File: src/pkg/nfc_pkg.sv
// package for the nand flash host sequencer: commands, timing, states
// assumes a 40 MHz system clock
`default_nettype none
package nfc_pkg;
    localparam int unsigned CLK_MHZ          = 40;
    localparam int unsigned CLK_NS           = 25;
    // commands
    localparam logic [7:0] CMD_READ_1        = 8'h00;
    localparam logic [7:0] CMD_READ_2        = 8'h30;
    localparam logic [7:0] CMD_CACHE_RD      = 8'h31;
    localparam logic [7:0] CMD_CACHE_RD_END  = 8'h3f;
    localparam logic [7:0] CMD_DATA_IN       = 8'h80;
    localparam logic [7:0] CMD_PROG          = 8'h10;
    localparam logic [7:0] CMD_CACHE_PROG    = 8'h15;
    localparam logic [7:0] CMD_STATUS        = 8'h70;
    localparam logic [7:0] CMD_RESET         = 8'hff;
    localparam int unsigned STATUS_RDY_BIT   = 6;
    // address and page limits
    localparam int unsigned ADDR_BYTES       = 5;
    localparam logic [11:0] COL_LAST         = 12'h87f;
    localparam int unsigned PARTIAL_MAX      = 4;
    // strobe timing in ns and derived cycles (least times rounded up)
    localparam int unsigned T_WP_NS          = 12;
    localparam int unsigned T_WH_NS          = 10;
    localparam int unsigned T_WHR_NS         = 60;
    localparam int unsigned T_WB_NS          = 100;
    localparam int unsigned T_RHOH_NS        = 25;
    localparam int unsigned T_RP_NS          = 12;
    localparam int unsigned T_REH_NS         = 10;
    localparam int unsigned WP_CYC   = (T_WP_NS + CLK_NS - 1) / CLK_NS;
    localparam int unsigned WH_CYC   = (T_WH_NS + CLK_NS - 1) / CLK_NS;
    localparam int unsigned WHR_CYC  = (T_WHR_NS + CLK_NS - 1) / CLK_NS;
    localparam int unsigned WB_CYC   = (T_WB_NS + CLK_NS - 1) / CLK_NS;
    localparam int unsigned RHOH_CYC = (T_RHOH_NS + CLK_NS - 1) / CLK_NS;
    localparam int unsigned RP_CYC   = (T_RP_NS + CLK_NS - 1) / CLK_NS;
    localparam int unsigned REH_CYC  = (T_REH_NS + CLK_NS - 1) / CLK_NS;
    // busy limits in us; longest wait becomes a timeout
    localparam int unsigned T_BUSY_MAX_US    = 700;
    localparam int unsigned T_RST_ERASE_US   = 500;
    localparam int unsigned BUSY_TO_CYC      = T_BUSY_MAX_US * CLK_MHZ;
    localparam int unsigned RST_TO_CYC       = T_RST_ERASE_US * CLK_MHZ;
    // operations requested by the user
    typedef enum logic [2:0] {
        OP_READ      = 3'b000,
        OP_CACHE_RD  = 3'b001,
        OP_PROG      = 3'b010,
        OP_CACHE_PRG = 3'b011,
        OP_STATUS    = 3'b100,
        OP_RESET     = 3'b101
    } nfc_op_t;
    typedef enum logic [3:0] {
        ST_IDLE  = 4'b0000,
        ST_CMD1  = 4'b0001,
        ST_ADDR  = 4'b0010,
        ST_WDATA = 4'b0011,
        ST_CMD2  = 4'b0100,
        ST_WB    = 4'b0101,
        ST_BUSY  = 4'b0110,
        ST_WHR   = 4'b0111,
        ST_RDATA = 4'b1000,
        ST_DONE  = 4'b1001
    } nfc_state_t;
endpackage
`default_nettype wire

File: src/hdl/nfc_host.sv
// host-side sequencer driving a byte-wide nand flash by its strobe pins
// assumes io and ready_busy_n come from pins; one 40 MHz clock domain
//
// Operation
// (RULE_01) read waits ready, at most 25 us; the code waits up to the 700 us busy timeout
// (RULE_02) cache read 31h/3Fh waits ready
// (RULE_03) page copy busy after 3Ah bounded
// (RULE_04) reset completion waited up to 500 us
// (RULE_05) final cache page busy up to 700 us
// (RULE_06) 11h cache busy wait under 10 us
// (RULE_07) 15h busy wait up to 700 us
// (RULE_08) page partial programs limited to four; the code counts only the page last programmed, and a reset op clears the count
// (RULE_09) data held 25 ns after read rise
// (RULE_10) extended output mode not relied upon
// (RULE_11) cached reads end with 3Fh
// (RULE_12) cache program ends 80h then 10h
// (RULE_13) after 80h-15h end poll status, reset; the code only holds busy high until the next op is done
// (RULE_14) data input columns up to 2175
// (RULE_15) never drive port while device outputs
// (RULE_16) command/address latched on write rise
// (RULE_17) address sent as five bytes
// (RULE_18) device busy shown low on ready_busy_n
// (RULE_19) each read fall gives next byte
// (RULE_20) wait ready before new commands; the code still accepts status and reset while busy
`default_nettype none
module nfc_host #(
    parameter int unsigned BUSY_TO = nfc_pkg::BUSY_TO_CYC,
    parameter int unsigned RST_TO  = nfc_pkg::RST_TO_CYC
) (
    input  wire logic        clk,
    input  wire logic        reset_n,
    input  wire logic        start,
    input  wire logic [2:0]  op,
    input  wire logic        last,
    input  wire logic [39:0] addr,
    input  wire logic [11:0] len,
    input  wire logic [7:0]  wr_data,
    input  wire logic        wr_valid,
    output logic             wr_ready,
    output logic [7:0]       rd_data,
    output logic             rd_valid,
    output logic             done,
    output logic             timeout,
    output logic             partial_err,
    output logic             busy,
    output logic             cle,
    output logic             ale,
    output logic             ce_n,
    output logic             write_strobe_n,
    output logic             read_strobe_n,
    input  wire logic [7:0]  io_in,
    output logic [7:0]       io_out,
    output logic             io_oe,
    input  wire logic        ready_busy_n
);
    // ------------------------------------------------------------
    // pin synchronisers
    // ------------------------------------------------------------
    logic [7:0] io_s1_q, io_s2_q;
    logic       rb_s1_q, rb_s2_q;
    always_ff @(posedge clk or negedge reset_n) begin
        if (!reset_n) begin
            io_s1_q <= 8'h00;
            io_s2_q <= 8'h00;
            rb_s1_q <= 1'b1;
            rb_s2_q <= 1'b1;
        end else begin
            io_s1_q <= io_in;
            io_s2_q <= io_s1_q;
            rb_s1_q <= ready_busy_n;
            rb_s2_q <= rb_s1_q;
        end
    end

    // ------------------------------------------------------------
    // state and registers
    // ------------------------------------------------------------
    nfc_pkg::nfc_state_t st_q, st_d;
    nfc_pkg::nfc_op_t    op_q;
    logic [19:0] cnt_q;
    logic [2:0]  phase_q;
    logic [2:0]  idx_q;
    logic [11:0] len_q;
    logic [39:0] addr_q;
    logic        last_q;
    logic        polled_q;
    logic [16:0] pp_page_q;
    logic [2:0]  pp_cnt_q;

    // strobe phase timer: low time then high time, wide enough for all
    localparam logic [2:0] PH_LO = 3'(nfc_pkg::WP_CYC + 1);
    localparam logic [2:0] PH_HI = 3'(nfc_pkg::WH_CYC + 1);
    localparam logic [2:0] RD_LO = 3'(nfc_pkg::RP_CYC + 1);
    localparam logic [2:0] RD_HI = 3'(nfc_pkg::RHOH_CYC + 1);
    localparam logic [19:0] WB_N  = 20'(nfc_pkg::WB_CYC);
    localparam logic [19:0] WHR_N = 20'(nfc_pkg::WHR_CYC);

    wire ph_end    = (phase_q == PH_LO + PH_HI - 3'h1);
    // two cycles past the fall, once the byte has crossed the synchroniser
    wire rd_sample = (phase_q == RD_LO + 3'h1);
    wire rd_end    = (phase_q == RD_LO + RD_HI - 3'h1);
    wire is_prog   = (op_q == nfc_pkg::OP_PROG) ||
                     (op_q == nfc_pkg::OP_CACHE_PRG);
    wire is_read   = (op_q == nfc_pkg::OP_READ) ||
                     (op_q == nfc_pkg::OP_CACHE_RD);
    // (RULE_17) five address bytes
    wire [7:0] addr_byte = addr_q[8*idx_q +: 8];
    wire       wr_take   = (st_q == nfc_pkg::ST_WDATA) && wr_valid &&
                           (phase_q == 3'h0);
    wire [16:0] page_no  = addr_q[32:16];
    // (RULE_08) count partial programs of one page
    wire pp_over = (page_no == pp_page_q) &&
                   (pp_cnt_q == 3'(nfc_pkg::PARTIAL_MAX));

    // (RULE_11) (RULE_12) final command chosen by op and last flag
    logic [7:0] cmd1, cmd2;
    always_comb begin
        cmd1 = nfc_pkg::CMD_READ_1;
        cmd2 = nfc_pkg::CMD_READ_2;
        unique case (op_q)
            nfc_pkg::OP_READ: cmd2 = nfc_pkg::CMD_READ_2;
            nfc_pkg::OP_CACHE_RD: begin
                cmd1 = last_q ? nfc_pkg::CMD_CACHE_RD_END
                              : nfc_pkg::CMD_CACHE_RD;
                cmd2 = cmd1;
            end
            nfc_pkg::OP_PROG: begin
                cmd1 = nfc_pkg::CMD_DATA_IN;
                cmd2 = nfc_pkg::CMD_PROG;
            end
            nfc_pkg::OP_CACHE_PRG: begin
                cmd1 = nfc_pkg::CMD_DATA_IN;
                cmd2 = last_q ? nfc_pkg::CMD_PROG : nfc_pkg::CMD_CACHE_PROG;
            end
            nfc_pkg::OP_STATUS: cmd1 = nfc_pkg::CMD_STATUS;
            nfc_pkg::OP_RESET:  cmd1 = nfc_pkg::CMD_RESET;
            default: cmd1 = nfc_pkg::CMD_STATUS;
        endcase
    end

    // ------------------------------------------------------------
    // next state
    // ------------------------------------------------------------
    wire one_cmd = (op_q == nfc_pkg::OP_STATUS) ||
                   (op_q == nfc_pkg::OP_RESET) ||
                   (op_q == nfc_pkg::OP_CACHE_RD);
    wire to_lim  = (op_q == nfc_pkg::OP_RESET) ?
                   (cnt_q == 20'(RST_TO)) : (cnt_q == 20'(BUSY_TO));
    always_comb begin
        st_d = st_q;
        unique case (st_q)
            // (RULE_20) new command only while ready, except status and reset
            nfc_pkg::ST_IDLE:
                if (start && (rb_s2_q || op == nfc_pkg::OP_STATUS ||
                              op == nfc_pkg::OP_RESET))
                    st_d = nfc_pkg::ST_CMD1;
            nfc_pkg::ST_CMD1:
                if (ph_end)
                    st_d = one_cmd ? (op_q == nfc_pkg::OP_STATUS ?
                        nfc_pkg::ST_WHR : nfc_pkg::ST_WB)
                        : nfc_pkg::ST_ADDR;
            nfc_pkg::ST_ADDR:
                if (ph_end && idx_q == 3'(nfc_pkg::ADDR_BYTES - 1))
                    st_d = is_prog ? nfc_pkg::ST_WDATA : nfc_pkg::ST_CMD2;
            nfc_pkg::ST_WDATA:
                if (ph_end && len_q == 12'h000)
                    st_d = nfc_pkg::ST_CMD2;
            nfc_pkg::ST_CMD2:
                if (ph_end)
                    st_d = nfc_pkg::ST_WB;
            nfc_pkg::ST_WB:
                if (cnt_q == WB_N)
                    st_d = nfc_pkg::ST_BUSY;
            // (RULE_01) (RULE_02) (RULE_04) (RULE_07) wait for ready
            nfc_pkg::ST_BUSY:
                if (rb_s2_q || to_lim)
                    st_d = is_read ? nfc_pkg::ST_WHR : nfc_pkg::ST_DONE;
            nfc_pkg::ST_WHR:
                if (cnt_q == WHR_N)
                    st_d = nfc_pkg::ST_RDATA;
            nfc_pkg::ST_RDATA:
                if (rd_end && len_q == 12'h000)
                    st_d = nfc_pkg::ST_DONE;
            nfc_pkg::ST_DONE:
                st_d = nfc_pkg::ST_IDLE;
            default: st_d = nfc_pkg::ST_IDLE;
        endcase
    end

    // ------------------------------------------------------------
    // sequencing registers
    // ------------------------------------------------------------
    wire strobing = (st_q == nfc_pkg::ST_CMD1) || (st_q == nfc_pkg::ST_ADDR)
                 || (st_q == nfc_pkg::ST_CMD2) || (st_q == nfc_pkg::ST_RDATA)
                 || (st_q == nfc_pkg::ST_WDATA && (phase_q != 3'h0 ||
                                                   wr_valid));
    wire ph_wrap  = (st_q == nfc_pkg::ST_RDATA) ? rd_end : ph_end;
    always_ff @(posedge clk or negedge reset_n) begin
        if (!reset_n) begin
            st_q      <= nfc_pkg::ST_IDLE;
            op_q      <= nfc_pkg::OP_STATUS;
            cnt_q     <= 20'h00000;
            phase_q   <= 3'h0;
            idx_q     <= 3'h0;
            len_q     <= 12'h000;
            addr_q    <= 40'h0000000000;
            last_q    <= 1'b0;
            polled_q  <= 1'b0;
            pp_page_q <= 17'h00000;
            pp_cnt_q  <= 3'h0;
        end else begin
            st_q    <= st_d;
            phase_q <= (!strobing || ph_wrap || st_d != st_q) ? 3'h0
                       : phase_q + 3'h1;
            cnt_q   <= (st_d != st_q) ? 20'h00000 : cnt_q + 20'h00001;
            if (st_q == nfc_pkg::ST_IDLE && st_d == nfc_pkg::ST_CMD1) begin
                op_q   <= nfc_pkg::nfc_op_t'(op);
                addr_q <= addr;
                last_q <= last;
                // (RULE_14) clamp length to the page's last column
                len_q  <= (len > nfc_pkg::COL_LAST - addr[11:0]) ?
                          nfc_pkg::COL_LAST - addr[11:0] : len;
                idx_q  <= 3'h0;
            end
            if (st_q == nfc_pkg::ST_ADDR && ph_end)
                idx_q <= idx_q + 3'h1;
            if ((st_q == nfc_pkg::ST_WDATA && ph_end) ||
                (st_q == nfc_pkg::ST_RDATA && rd_end)) begin
                len_q <= len_q - 12'h001;
            end
            // (RULE_13) cache program left open: busy held high until the next op reaches done
            if (st_q == nfc_pkg::ST_DONE)
                polled_q <= (op_q == nfc_pkg::OP_CACHE_PRG) && !last_q;
            // blocked programs do not count
            if (st_q == nfc_pkg::ST_CMD2 && ph_end && is_prog && !pp_over) begin
                pp_page_q <= page_no;
                pp_cnt_q  <= (page_no == pp_page_q) ? pp_cnt_q + 3'h1 : 3'h1;
            end
            if (op_q == nfc_pkg::OP_RESET && st_q == nfc_pkg::ST_DONE)
                pp_cnt_q <= 3'h0;
        end
    end

    // ------------------------------------------------------------
    // pin and user outputs
    // ------------------------------------------------------------
    wire in_cmd  = (st_q == nfc_pkg::ST_CMD1) || (st_q == nfc_pkg::ST_CMD2);
    wire wr_st   = in_cmd || (st_q == nfc_pkg::ST_ADDR) ||
                   (st_q == nfc_pkg::ST_WDATA);
    wire [7:0] bus_d = (st_q == nfc_pkg::ST_CMD1) ? cmd1 :
                       (st_q == nfc_pkg::ST_CMD2) ? cmd2 :
                       (st_q == nfc_pkg::ST_ADDR) ? addr_byte : wr_data;
    // (RULE_16) write strobe rises at end of low phase
    wire we_lo   = wr_st && strobing && (phase_q < PH_LO);
    wire re_lo   = (st_q == nfc_pkg::ST_RDATA) && (phase_q < RD_LO);
    wire blocked = pp_over && is_prog;
    always_ff @(posedge clk or negedge reset_n) begin
        if (!reset_n) begin
            cle            <= 1'b0;
            ale            <= 1'b0;
            ce_n           <= 1'b1;
            write_strobe_n <= 1'b1;
            read_strobe_n  <= 1'b1;
            io_out         <= 8'h00;
            io_oe          <= 1'b0;
            rd_data        <= 8'h00;
            rd_valid       <= 1'b0;
            wr_ready       <= 1'b0;
            done           <= 1'b0;
            timeout        <= 1'b0;
            partial_err    <= 1'b0;
            busy           <= 1'b0;
        end else begin
            cle            <= in_cmd;
            ale            <= (st_q == nfc_pkg::ST_ADDR);
            ce_n           <= (st_q == nfc_pkg::ST_IDLE);
            write_strobe_n <= !we_lo || blocked;
            // (RULE_19) one byte per read fall
            read_strobe_n  <= !re_lo;
            // data byte held from the cycle it is taken
            if (st_q != nfc_pkg::ST_WDATA || wr_take)
                io_out     <= bus_d;
            // (RULE_15) drive port only on write cycles
            io_oe          <= wr_st;
            // (RULE_09) take the byte the pins showed one cycle after the read fall, before the rise
            if (st_q == nfc_pkg::ST_RDATA && rd_sample)
                rd_data <= io_s2_q;
            rd_valid       <= (st_q == nfc_pkg::ST_RDATA) && rd_sample;
            wr_ready       <= wr_take;
            done           <= (st_q == nfc_pkg::ST_DONE);
            // (RULE_05) (RULE_06) busy bounded by timeout flag
            timeout        <= (st_q == nfc_pkg::ST_BUSY) && to_lim &&
                              !rb_s2_q;
            partial_err    <= (st_q == nfc_pkg::ST_CMD1) && ph_end &&
                              blocked;
            busy           <= (st_q != nfc_pkg::ST_IDLE) || polled_q;
        end
    end
endmodule // nfc_host
`default_nettype wire

File: config.mk
export PLATFORM = sky130hd
export DESIGN_NAME = nfc_host
export DESIGN_NICKNAME = d
export VERILOG_FILES = /design/src/pkg/nfc_pkg.sv /design/src/hdl/nfc_host.sv
export SDC_FILE = /design/constraint.sdc
export NUM_CORES = 1
export LEC_CHECK = 0
export ABC_AREA = 0
export BUFFER_PORTS_ARGS = -buffer_cell sky130_fd_sc_hd__buf_2
export CAP_MARGIN = 20
export CORE_MARGIN = 4
export CORE_UTILIZATION = 40
export CTS_CLUSTER_DIAMETER = 200
export DETAILED_ROUTE_END_ITERATION = 10
export SLEW_MARGIN = 30
export SYNTH_ARGS = -nofsm -noshare
export SYNTH_HDL_FRONTEND = slang
export SYNTH_SLANG_ARGS = --single-unit
File: constraint.sdc
create_clock -name clk -period 3.15 [get_ports clk]
set_input_delay 0.4725 -clock clk [delete_from_list [all_inputs] [get_ports clk]]
set_output_delay 0.4725 -clock clk [all_outputs]
set_load 0.005 [all_outputs]
==> results.py, run 1 <==
metrics = {
    "route": {
        "drtAntennaViolNets": 0,
        "avgRoutedWirePerCell_um": 16.5,
        "wirelength_um": 19500,
        "detail_route.vias_per_cell": 5.21,
        "drc": 0,
        "drt-initial-drc-count": 480,
        "dr.pass1.iters": 4,
        "vias": 6144,
    },
    "clock_network": {
        "postCtsResizedCells": 0,
        "cts-root-buf": "clkbuf_16",
        "cts_buffers": 17,
        "cts_hold_buf": 0,
        "clock_latency_ps": 420,
        "clockBufferDepth": 2,
        "clk_pin_slew_worst_paths_ps": 60,
        "clkSinkCount": 153,
        "cts_max_level": 4,
        "cts_setup_buffers": 0,
        "tritoncts": "built",
    },
    "synth": {
        "ys_ff_latch": 153,
        "yosysTopAreaCellShare_pct": 46.8,
        "synthCells": 811,
        "synthTopCellsByArea": "dfrtp_1 47%, nand2_1 9.0%, ha_1 3.8%",
        "synth_flop_cell": "dfrtp_1",
        "avgSynthCellArea_sq_um": 9.69,
        "syn-num-nets": 912,
        "syn_area_sq_um": 7860,
        "ys_warn_count": 0,
        "async_flop_share_pct": 100,
        "synth_edf_count": 0,
        "yosys.area.top_type": "dfrtp_1",
        "seq_area_frac_synth_pct": 48.8,
        "synth_cell_types": 65,
    },
    "timing": {
        "setup_viol": 0,
        "fin_crit_ps": 2740,
        "rsz0062_at_grt": "no",
        "max_clock_freq_ghz": 0.365,
        "fin_setup_tns_ps": 0,
        "hold_viol_final": 0,
        "skew_ps": 11.0,
        "report.final.slew_viol_count": 0,
        "post-route-period-util_pct": 86.9,
        "tightest_slew_ps": 721,
        "slew_headroom_pct": 50.7,
    },
    "worst_setup_path": {
        "rrSetupSlack_ps": 410,
        "cp.arrival_ps": 3050,
        "worstPathRequired_ps": 3460,
        "critical_path_class": "reg2reg",
        "crit_path_max_fanout": 20,
        "startpoint_type": "flip-flop",
        "end_kind": "flip-flop",
    },
    "global_route": {
        "grt_pass1_wl_um": 32200,
        "grt_pass1_vias": 6154,
        "antenna_found_initial": 0,
        "grt_usage_pct": 18.5,
        "gr-total-overflow": 0,
        "grt_max_degree": 70,
    },
    "finish": {
        "layout.nets": 1008,
        "fin_cells": 1179,
        "syn_to_final_growth_pct": 17.9,
        "num_antenna_cells": 0,
        "final_common_cell": "nand2_1",
        "drive_above_1_share_pct": 23.9,
        "design_area_sq_um": 9260,
        "utilization_pct": 48.7,
        "final_cell_mix": "188 x nand2_1, 147 x dfrtp_1, 103 x buf_2, 57 x nor2_1, 35 x a21oi_1",
    },
    "status": {
        "status": "complete, no violations",
    },
    "power_and_ir_drop": {
        "p_leak_nw": 4.41,
        "ir_drop_mv": 0.431,
        "p_per_area_nw_per_um2": 825,
    },
    "job": {
        "max_cap_viol_count": 0,
    },
    "placement": {
        "postPlaceCellArea_sq_um": 8650,
        "place_inst": 1148,
        "numPortBuffers": 104,
        "gp_congestion": 0.867,
        "hpwl_um": 13900,
    },
    "floorplanning": {
        "dieArea_sq_um": 21900,
        "rows": 50,
        "die_w_um": 148,
        "start_util_pct": 41.3,
        "die_h_um": 148,
        "io_pins": 105,
        "core_area_sq_um": 19000,
    },
    "worst_hold_path": {
        "hold_class": "in2async",
    },
}
cells in the mapped netlist (all sizes together) (16+ instances only):
library cell  number
mux2              19
nor3              16
nand2            188
a21oi             36
buf               16
xnor2             16
nor2              57
xor2              27
o21ai             29
nand3             21
ha                24
clkbuf            25
inv               27
nor4              28
dfrtp            147
final cells by class:
type                       count  area (sq um)
clock buffer                  18           439
clock inverter                13           170
fill                        1851          9760
inverter                      28           105
multi-input combinational    589          3740
sequential                   153          3840
tap                          260           325
timing repair buffer         118           644
registers in the layout (all words and copies together), names as in the netlist, 3 cells and up:
name	cells
phase_q	3
len_q	12
op_q	3
st_q	4
idx_q	3
io_s1_q	8
pp_cnt_q	3
cnt_q	20
pp_page_q	17
io_s2_q	8
addr_q	40
rd_data	8
io_out	8
cells by family (layout without fill, tap and decap cells):
logic type	after synthesis	in the layout	share of synthesized area, %
and+or+nand+nor	380	380	24.5
DFF	153	153	48.8
AOI/OAI and AO/OA	110	110	8.82
buffers and inverters	69	177	3.76
xor gates and xnor gates	43	43	4.79
muxes	32	32	5.49
adders and majority gates	24	24	3.82
final timing paths:
check,from,endpoint,depth (start not counted)
max,len_q[6],cnt_q[8],8
min,reset_n,rd_data[0],1
max reg2reg,len_q[6],cnt_q[8],8
min reg2reg,io_s1_q[5],io_s2_q[5],0
max in group asynchronous,reset_n,op_q[2],2
min in group clk,ready_busy_n,rb_s1_q,1
routing by layer:
layer  GRT usage [%]  vias to the layer above  share of wire, %
met5               0                        -                 0
met4            5.08                        0               1.4
met3            4.69                       15               4.9
met2            30.1                      142                49
met1            24.6                     3008                45
li1                -                     2979                 -
metrics by stage:
stage | hold WS [ps] | power [W] | worst slack (ps)
after floorplan | 177 | 0.00472 | 541
after global placement | 334 | 0.00552 | 419
after detailed placement | 335 | 0.00555 | 322
after CTS | 15.9 | 0.00772 | 412
after global routing | 26.0 | 0.00816 | 185
final | 0.728 | 0.00764 | 412
power breakdown:
group | leakage (nW) | switching (W) | internal, W
Sequential | 1.95 | 0.000487 | 0.00249
Clock | 0.289 | 0.000849 | 0.00127
Combinational | 2.17 | 0.00154 | 0.000993
Total | 4.41 | 0.00288 | 0.00476
critical path, cell delays in order, from the launching register on:
cell	delay (ps)
dfrtp_1	430
nor4_1	510
nand4b_1	290
mux2_2	340
o32ai_1	270
nor3_2	100
xnor2_2	130
buf_4	250
nor4_2	290
No activity file was read; power rests on OpenSTA's default activity.
==> run 2: changes to the inputs <==
--- a/config.mk
+++ b/config.mk
@@ -5,7 +5,7 @@
 export SDC_FILE = /design/constraint.sdc
 export NUM_CORES = 1
 export LEC_CHECK = 0
-export ABC_AREA = 0
+export ABC_AREA = 1
 export BUFFER_PORTS_ARGS = -buffer_cell sky130_fd_sc_hd__buf_2
 export CAP_MARGIN = 20
 export CORE_MARGIN = 4
==> run 2 against run 1 <==
Compared with the run above: highest routed layer unchanged; critical path type unchanged; synthesized area grew 0.54%; hold slack improved by 45 ps; maximum frequency grew 9.0%; synthesized cell count rose by 19%; combinational power fell by 4%; worst setup slack improved by 230 ps; die area increased by 0.51%; register-to-register slack improved by 230 ps; sequential share of layout area is 0.31 points lower.
==> results.py, run 2 <==
metrics = {
    "clock_network": {
        "clock_latency_ps": 430,
        "cts_buffers": 17,
        "cts_max_level": 4,
        "clk_pin_slew_worst_paths_ps": 60,
        "cts-root-buf": "clkbuf_16",
        "postCtsResizedCells": 0,
        "tritoncts": "built",
        "clockBufferDepth": 2,
        "cts_setup_buffers": 0,
        "clkSinkCount": 153,
        "cts_hold_buf": 0,
    },
    "worst_setup_path": {
        "cp_top_family": "buffers and inverters",
        "crit_buf_inv": 3,
        "cp.arrival_ps": 2820,
        "slowest_delay_ps": 450,
        "cpMaxStageDelayCell": "dfrtp_1",
        "startpoint_type": "flip-flop",
        "cp_cell_sequence": "inv_1 -> ha_1 -> nand3_1 -> inv_1 -> a21oi_2 -> nor2_1 -> nand3_1 -> nor2_1 -> nand2_1 -> nand2_1 -> nand2_1 -> nand2_1 -> buf_4 -> nor3_2",
        "critical_path_class": "reg2reg",
        "crit_path_max_fanout": 20,
        "end_kind": "flip-flop",
        "cpMostUsedCell": "nand2_1",
        "worstPathRequired_ps": 3450,
    },
    "timing": {
        "fin_setup_tns_ps": 0,
        "report.final.slew_viol_count": 0,
        "max_clock_freq_ghz": 0.398,
        "skew_ps": 10.1,
        "post-route-period-util_pct": 79.7,
        "tightest_slew_ps": 691,
        "rsz0062_at_grt": "no",
        "setup_viol": 0,
        "slew_headroom_pct": 53.5,
        "fin_crit_ps": 2510,
        "hold_viol_final": 0,
    },
    "synth": {
        "ys_warn_count": 0,
        "seq_area_frac_synth_pct": 48.6,
        "avgSynthCellArea_sq_um": 8.17,
        "synth_most_common_cell": "nand2_1",
        "synth_flop_cell": "dfrtp_1",
        "synth_cell_types": 38,
        "synthCells": 967,
        "ys_ff_latch": 153,
        "async_flop_share_pct": 100,
        "syn_area_sq_um": 7900,
        "synthTopCellsByArea": "dfrtp_1 47%, nand2_1 12%, o21ai_0 6.3%",
        "syn-num-nets": 1068,
        "yosysTopAreaCellShare_pct": 46.6,
        "synth_edf_count": 0,
        "yosys.area.top_type": "dfrtp_1",
        "ys_top_cells_by_count": "251 x nand2_1, 147 x dfrtp_1, 105 x inv_1, 100 x o21ai_0, 78 x nor2_1",
    },
    "floorplanning": {
        "dieArea_sq_um": 22100,
        "core_area_sq_um": 19500,
        "rows": 51,
        "start_util_pct": 40.6,
        "die_w_um": 149,
        "io_pins": 105,
        "die_h_um": 149,
    },
    "power_and_ir_drop": {
        "p_leak_nw": 4.49,
        "ir_drop_mv": 0.325,
        "p_per_area_nw_per_um2": 800,
    },
    "finish": {
        "layout.nets": 1173,
        "fill_cells": 1903,
        "drive_above_1_share_pct": 18.0,
        "reg.largest.list": "addr_q x40, cnt_q x20, pp_page_q x17",
        "num_antenna_cells": 0,
        "final_cell_mix": "251 x nand2_1, 147 x dfrtp_1, 104 x inv_1, 103 x buf_2, 100 x o21ai_0",
        "final_common_cell": "nand2_1",
        "syn_to_final_growth_pct": 18.1,
        "utilization_pct": 47.9,
        "design_area_sq_um": 9330,
        "largest_reg_flops": 40,
        "largest-register": "addr_q",
    },
    "route": {
        "drtAntennaViolNets": 0,
        "drt-initial-drc-count": 370,
        "wirelength_um": 19700,
        "vias": 6554,
        "drc": 0,
        "dr.pass1.iters": 5,
        "avgRoutedWirePerCell_um": 14.6,
        "detail_route.vias_per_cell": 4.86,
    },
    "global_route": {
        "grt_usage_pct": 18.9,
        "antenna_found_initial": 0,
        "gr-total-overflow": 0,
        "grt_max_degree": 69,
        "grt_pass1_vias": 6605,
        "grt_pass1_wl_um": 33200,
    },
    "placement": {
        "numPortBuffers": 104,
        "gp_congestion": 0.883,
        "hpwl_um": 14800,
        "postPlaceCellArea_sq_um": 8710,
    },
    "status": {
        "status": "complete, no violations",
    },
    "worst_hold_path": {
        "hold_class": "in2async",
    },
    "job": {
        "max_cap_viol_count": 0,
    },
}
## run 2: changes by cell type in the layout (fill, tap and decap cells not counted), sizes merged, moves of 7 or more
cell,before,now
a31oi,5,14
and3,12,0
mux4,7,0
inv,30,117
nor3,16,36
mux2,19,0
nand2b,11,0
nand3,21,44
nor4,28,5
nand2,188,252
nor2,57,83
o21ai,29,106
## run 2: final cells by class
class / count / area [sq um] / area share [%]
sequential: 153 / 3840 / 41.1
multi-input combinational: 671 / 3490 / 37.4
timing repair buffer: 117 / 637 / 6.83
clock buffer: 19 / 453 / 4.86
inverter: 112 / 420 / 4.51
tap: 265 / 332 / 3.55
clock inverter: 12 / 163 / 1.74
## run 2: where the power goes
part           internal, W  switching [W]
logic             0.000846        0.00158
clock network      0.00130       0.000836
registers          0.00252       0.000379
total              0.00466        0.00280
## run 2: per-layer routing
metal | track usage (%) | part of all wire (%) | vias up
li1 | - | - | 3348
met1 | 26.3 | 47 | 3009
met2 | 29.5 | 45 | 167
met3 | 3.90 | 5.0 | 30
met4 | 6.79 | 2.6 | 0
met5 | 0 | 0 | -
## run 2: stage by stage
step	cells	power (W)	hold slack (ps)	worst slack, ps
6_report	1349	0.00746	45.7	638
5_1_grt	1349	0.00804	98.5	334
4_1_cts	1349	0.00753	63.0	608
3_5_place_dp	1318	0.00537	335	365
3_3_place_gp	1318	0.00534	333	473
2_1_floorplan	967	0.00459	177	690
## run 2: path summary, 6_finish.rpt
kind                            slack [ps]          from          to  cells past startpoint
worst max-delay path                   640      idx_q[1]   cnt_q[13]                     14
worst min-delay path                    50       reset_n  rd_data[6]                      1
worst max register to register         640      idx_q[1]   cnt_q[13]                     14
worst min register to register         350    io_s1_q[0]  io_s2_q[0]                      0
max in group asynchronous             2270       reset_n     rb_s2_q                      2
min in group clk                       130  ready_busy_n     rb_s1_q                      1
## run 2: logic make-up after synthesis
kind of cell	share of synthesized area [%]
flip-flops	48.6
adder cells (fa/ha/maj)	3.80
AND/OR/NAND/NOR	24.3
AO/OA/AOI/OAI	11.8
XOR/XNOR	4.32
buffers and inverters	7.29
==> run 3: changes to the inputs <==
==> constraint.sdc (replaced) <==
create_clock -name clk -period 2.05 [get_ports clk]
set_input_delay 0.3075 -clock clk [delete_from_list [all_inputs] [get_ports clk]]
set_output_delay 0.3075 -clock clk [all_outputs]
set_load 0.005 [all_outputs]
==> run 3 against run 2 <==
Compared with the run above: the run now ends with negative setup slack left; flip-flop and latch count did not move; core utilization up 4.3 points; non-clock buffer count grew 73; clock power up 45%; die area unchanged; clock skew grew 0.82 ps; critical path type unchanged; highest routed layer unchanged.
==> results.py, run 3 (synthesized netlist as in run 2, its figures left out) <==
metrics = {
    "power_and_ir_drop": {
        "p_int_w": 0.00765,
        "p_per_area_nw_per_um2": 1220,
        "p_seq_share_pct": 36.0,
        "p_leak_nw": 4.89,
        "switching_power_w": 0.00474,
        "comb_power_share_pct": 39.1,
        "total_power_w": 0.0124,
        "pwr-share-clk_pct": 24.9,
        "ir_drop_mv": 0.522,
        "switching_share_pct": 38.3,
    },
    "worst_setup_path": {
        "critPathLaunch": "phase_q[1]",
        "r2r_cells": 14,
        "rr_endpoint": "cnt_q[5]",
        "rrSetupSlack_ps": -7,
        "critical_path_class": "reg2reg",
        "startpoint_type": "flip-flop",
        "crit_path_max_fanout": 5,
        "r2r-start": "phase_q[1]",
        "crit_path_end": "cnt_q[5]",
        "end_kind": "flip-flop",
        "worstPathRequired_ps": 2360,
        "cp.arrival_ps": 2370,
    },
    "global_route": {
        "grt_pass1_vias": 6736,
        "gr-total-overflow": 0,
        "grt_pass1_wl_um": 33600,
        "grt_max_degree": 45,
        "antenna_found_initial": 0,
        "grt_usage_pct": 19.1,
    },
    "finish": {
        "layout.nets": 1246,
        "utilization_pct": 52.2,
        "largest_reg_flops": 40,
        "fill_cells": 1865,
        "reg.largest.list": "addr_q x40, cnt_q x20, pp_page_q x17",
        "syn_to_final_growth_pct": 28.6,
        "final_common_cell": "nand2_1",
        "num_antenna_cells": 0,
        "final_cell_mix": "238 x nand2_1, 146 x dfrtp_1, 103 x inv_1, 103 x buf_2, 98 x o21ai_0",
        "largest-register": "addr_q",
        "fin_cells": 1423,
        "drive_above_1_share_pct": 25.2,
    },
    "route": {
        "dr.pass1.iters": 5,
        "detail_route.vias_per_cell": 4.85,
        "drt-initial-drc-count": 388,
        "drc": 0,
        "vias": 6907,
        "avgRoutedWirePerCell_um": 14.7,
        "wirelength_um": 20800,
        "drtAntennaViolNets": 0,
    },
    "timing": {
        "rsz0062_at_grt": "yes",
        "hold_viol_final": 0,
        "report.final.slew_viol_count": 0,
        "tightest_slew_ps": 432,
        "timing.final.ws_setup_ps": -7.22,
        "setup_viol": 5,
        "skew_ps": 10.9,
        "post-route-period-util_pct": 100,
        "slew_headroom_pct": 71.2,
        "max_clock_freq_ghz": 0.486,
        "fin_crit_ps": 2060,
    },
    "status": {
        "status": "finished, violations left",
        "violations": "negative setup slack",
    },
    "floorplanning": {
        "start_util_pct": 40.6,
        "dieArea_sq_um": 22100,
        "rows": 51,
        "core_area_sq_um": 19500,
        "die_h_um": 149,
        "die_w_um": 149,
        "io_pins": 105,
    },
    "clock_network": {
        "cts_buffers": 17,
        "tritoncts": "built",
        "cts_max_level": 4,
        "clock_latency_ps": 430,
        "cts-root-buf": "clkbuf_16",
        "clockBufferDepth": 2,
        "clkSinkCount": 153,
        "clk_pin_slew_worst_paths_ps": 70,
    },
    "placement": {
        "place_inst": 1368,
        "hpwl_um": 15400,
        "gp_congestion": 0.875,
        "numPortBuffers": 104,
    },
    "job": {
        "max_cap_viol_count": 0,
    },
    "worst_hold_path": {
        "hold_class": "in2reg",
    },
}
-- run 3: worst max-delay path, stage by stage (launching register included) --
cell	delay, ps
dfrtp_1	380
ha_2	200
ha_4	180
buf_4	150
nand2_2	70
nor2_1	40
nor2_1	140
nand3_1	120
nor2_2	110
nand2_1	80
nand2_1	70
nand2_2	60
nand2_4	130
clkbuf_16	170
nor3_2	40
-- run 3: worst min path at each step --
stage	startpoint	to	slack, ps	cells past startpoint
final	addr[13]	addr_q[13]	70	3
after global routing	addr[13]	addr_q[13]	50	3
after CTS	addr[13]	addr_q[13]	50	3
after detailed placement	reset_n	io_s2_q[5]	260	1
after global placement	reset_n	io_s2_q[5]	270	1
after floorplan	reset_n	addr_q[0]	10	0
-- run 3: power groups by stage --
stage / registers [W] / logic, W / clock network [W]
after floorplan: 0.00435 / 0.00272 / 0
final: 0.00446 / 0.00484 / 0.00309
after detailed placement: 0.00450 / 0.00418 / 0
after CTS: 0.00446 / 0.00445 / 0.00318
after global placement: 0.00447 / 0.00414 / 0
after global routing: 0.00456 / 0.00544 / 0.00331
-- run 3: area by class of cell --
class	count	area, sq um	area share [%]
well taps	265	332	3.26
repair buffers	190	1340	13.2
multi-input cells	671	3650	35.9
clock buffers	19	443	4.36
clock inverters	13	136	1.34
inverters	112	420	4.14
flip-flops and latches	153	3840	37.8
-- run 3: metal layers --
layer  routed length, um  part of all wire (%)  GRT usage [%]
met4                 284                   1.4           5.73
met3                1040                   5.0           4.20
met2                9900                    47           30.8
met1                9620                    46           26.0
met5                   0                     0              0
-- run 3: metrics by stage --
step	hold slack [ps]	cell area, sq um	setup slack [ps]	setup TNS (ps)
floorplan	11.9	7940	-6.65	-6.65
global placement	269	9160	-293	-4460
detailed placement	261	9160	-326	-5180
CTS	51.4	9910	-2.72	-5.06
global route	49.5	10200	-156	-3040
finish	70.3	10200	-7.22	-24.9
-- run 3: repair_timing --
item                                    in CTS  in global routing
hold buffers                                10                  0
gates cloned                                 1                  4
buffers inserted                             0                  8
gates resized for setup                     14                 27
endpoints found under the hold margin       48                  0
pin swaps                                    2                  9
endpoints found under the setup margin      20                 56
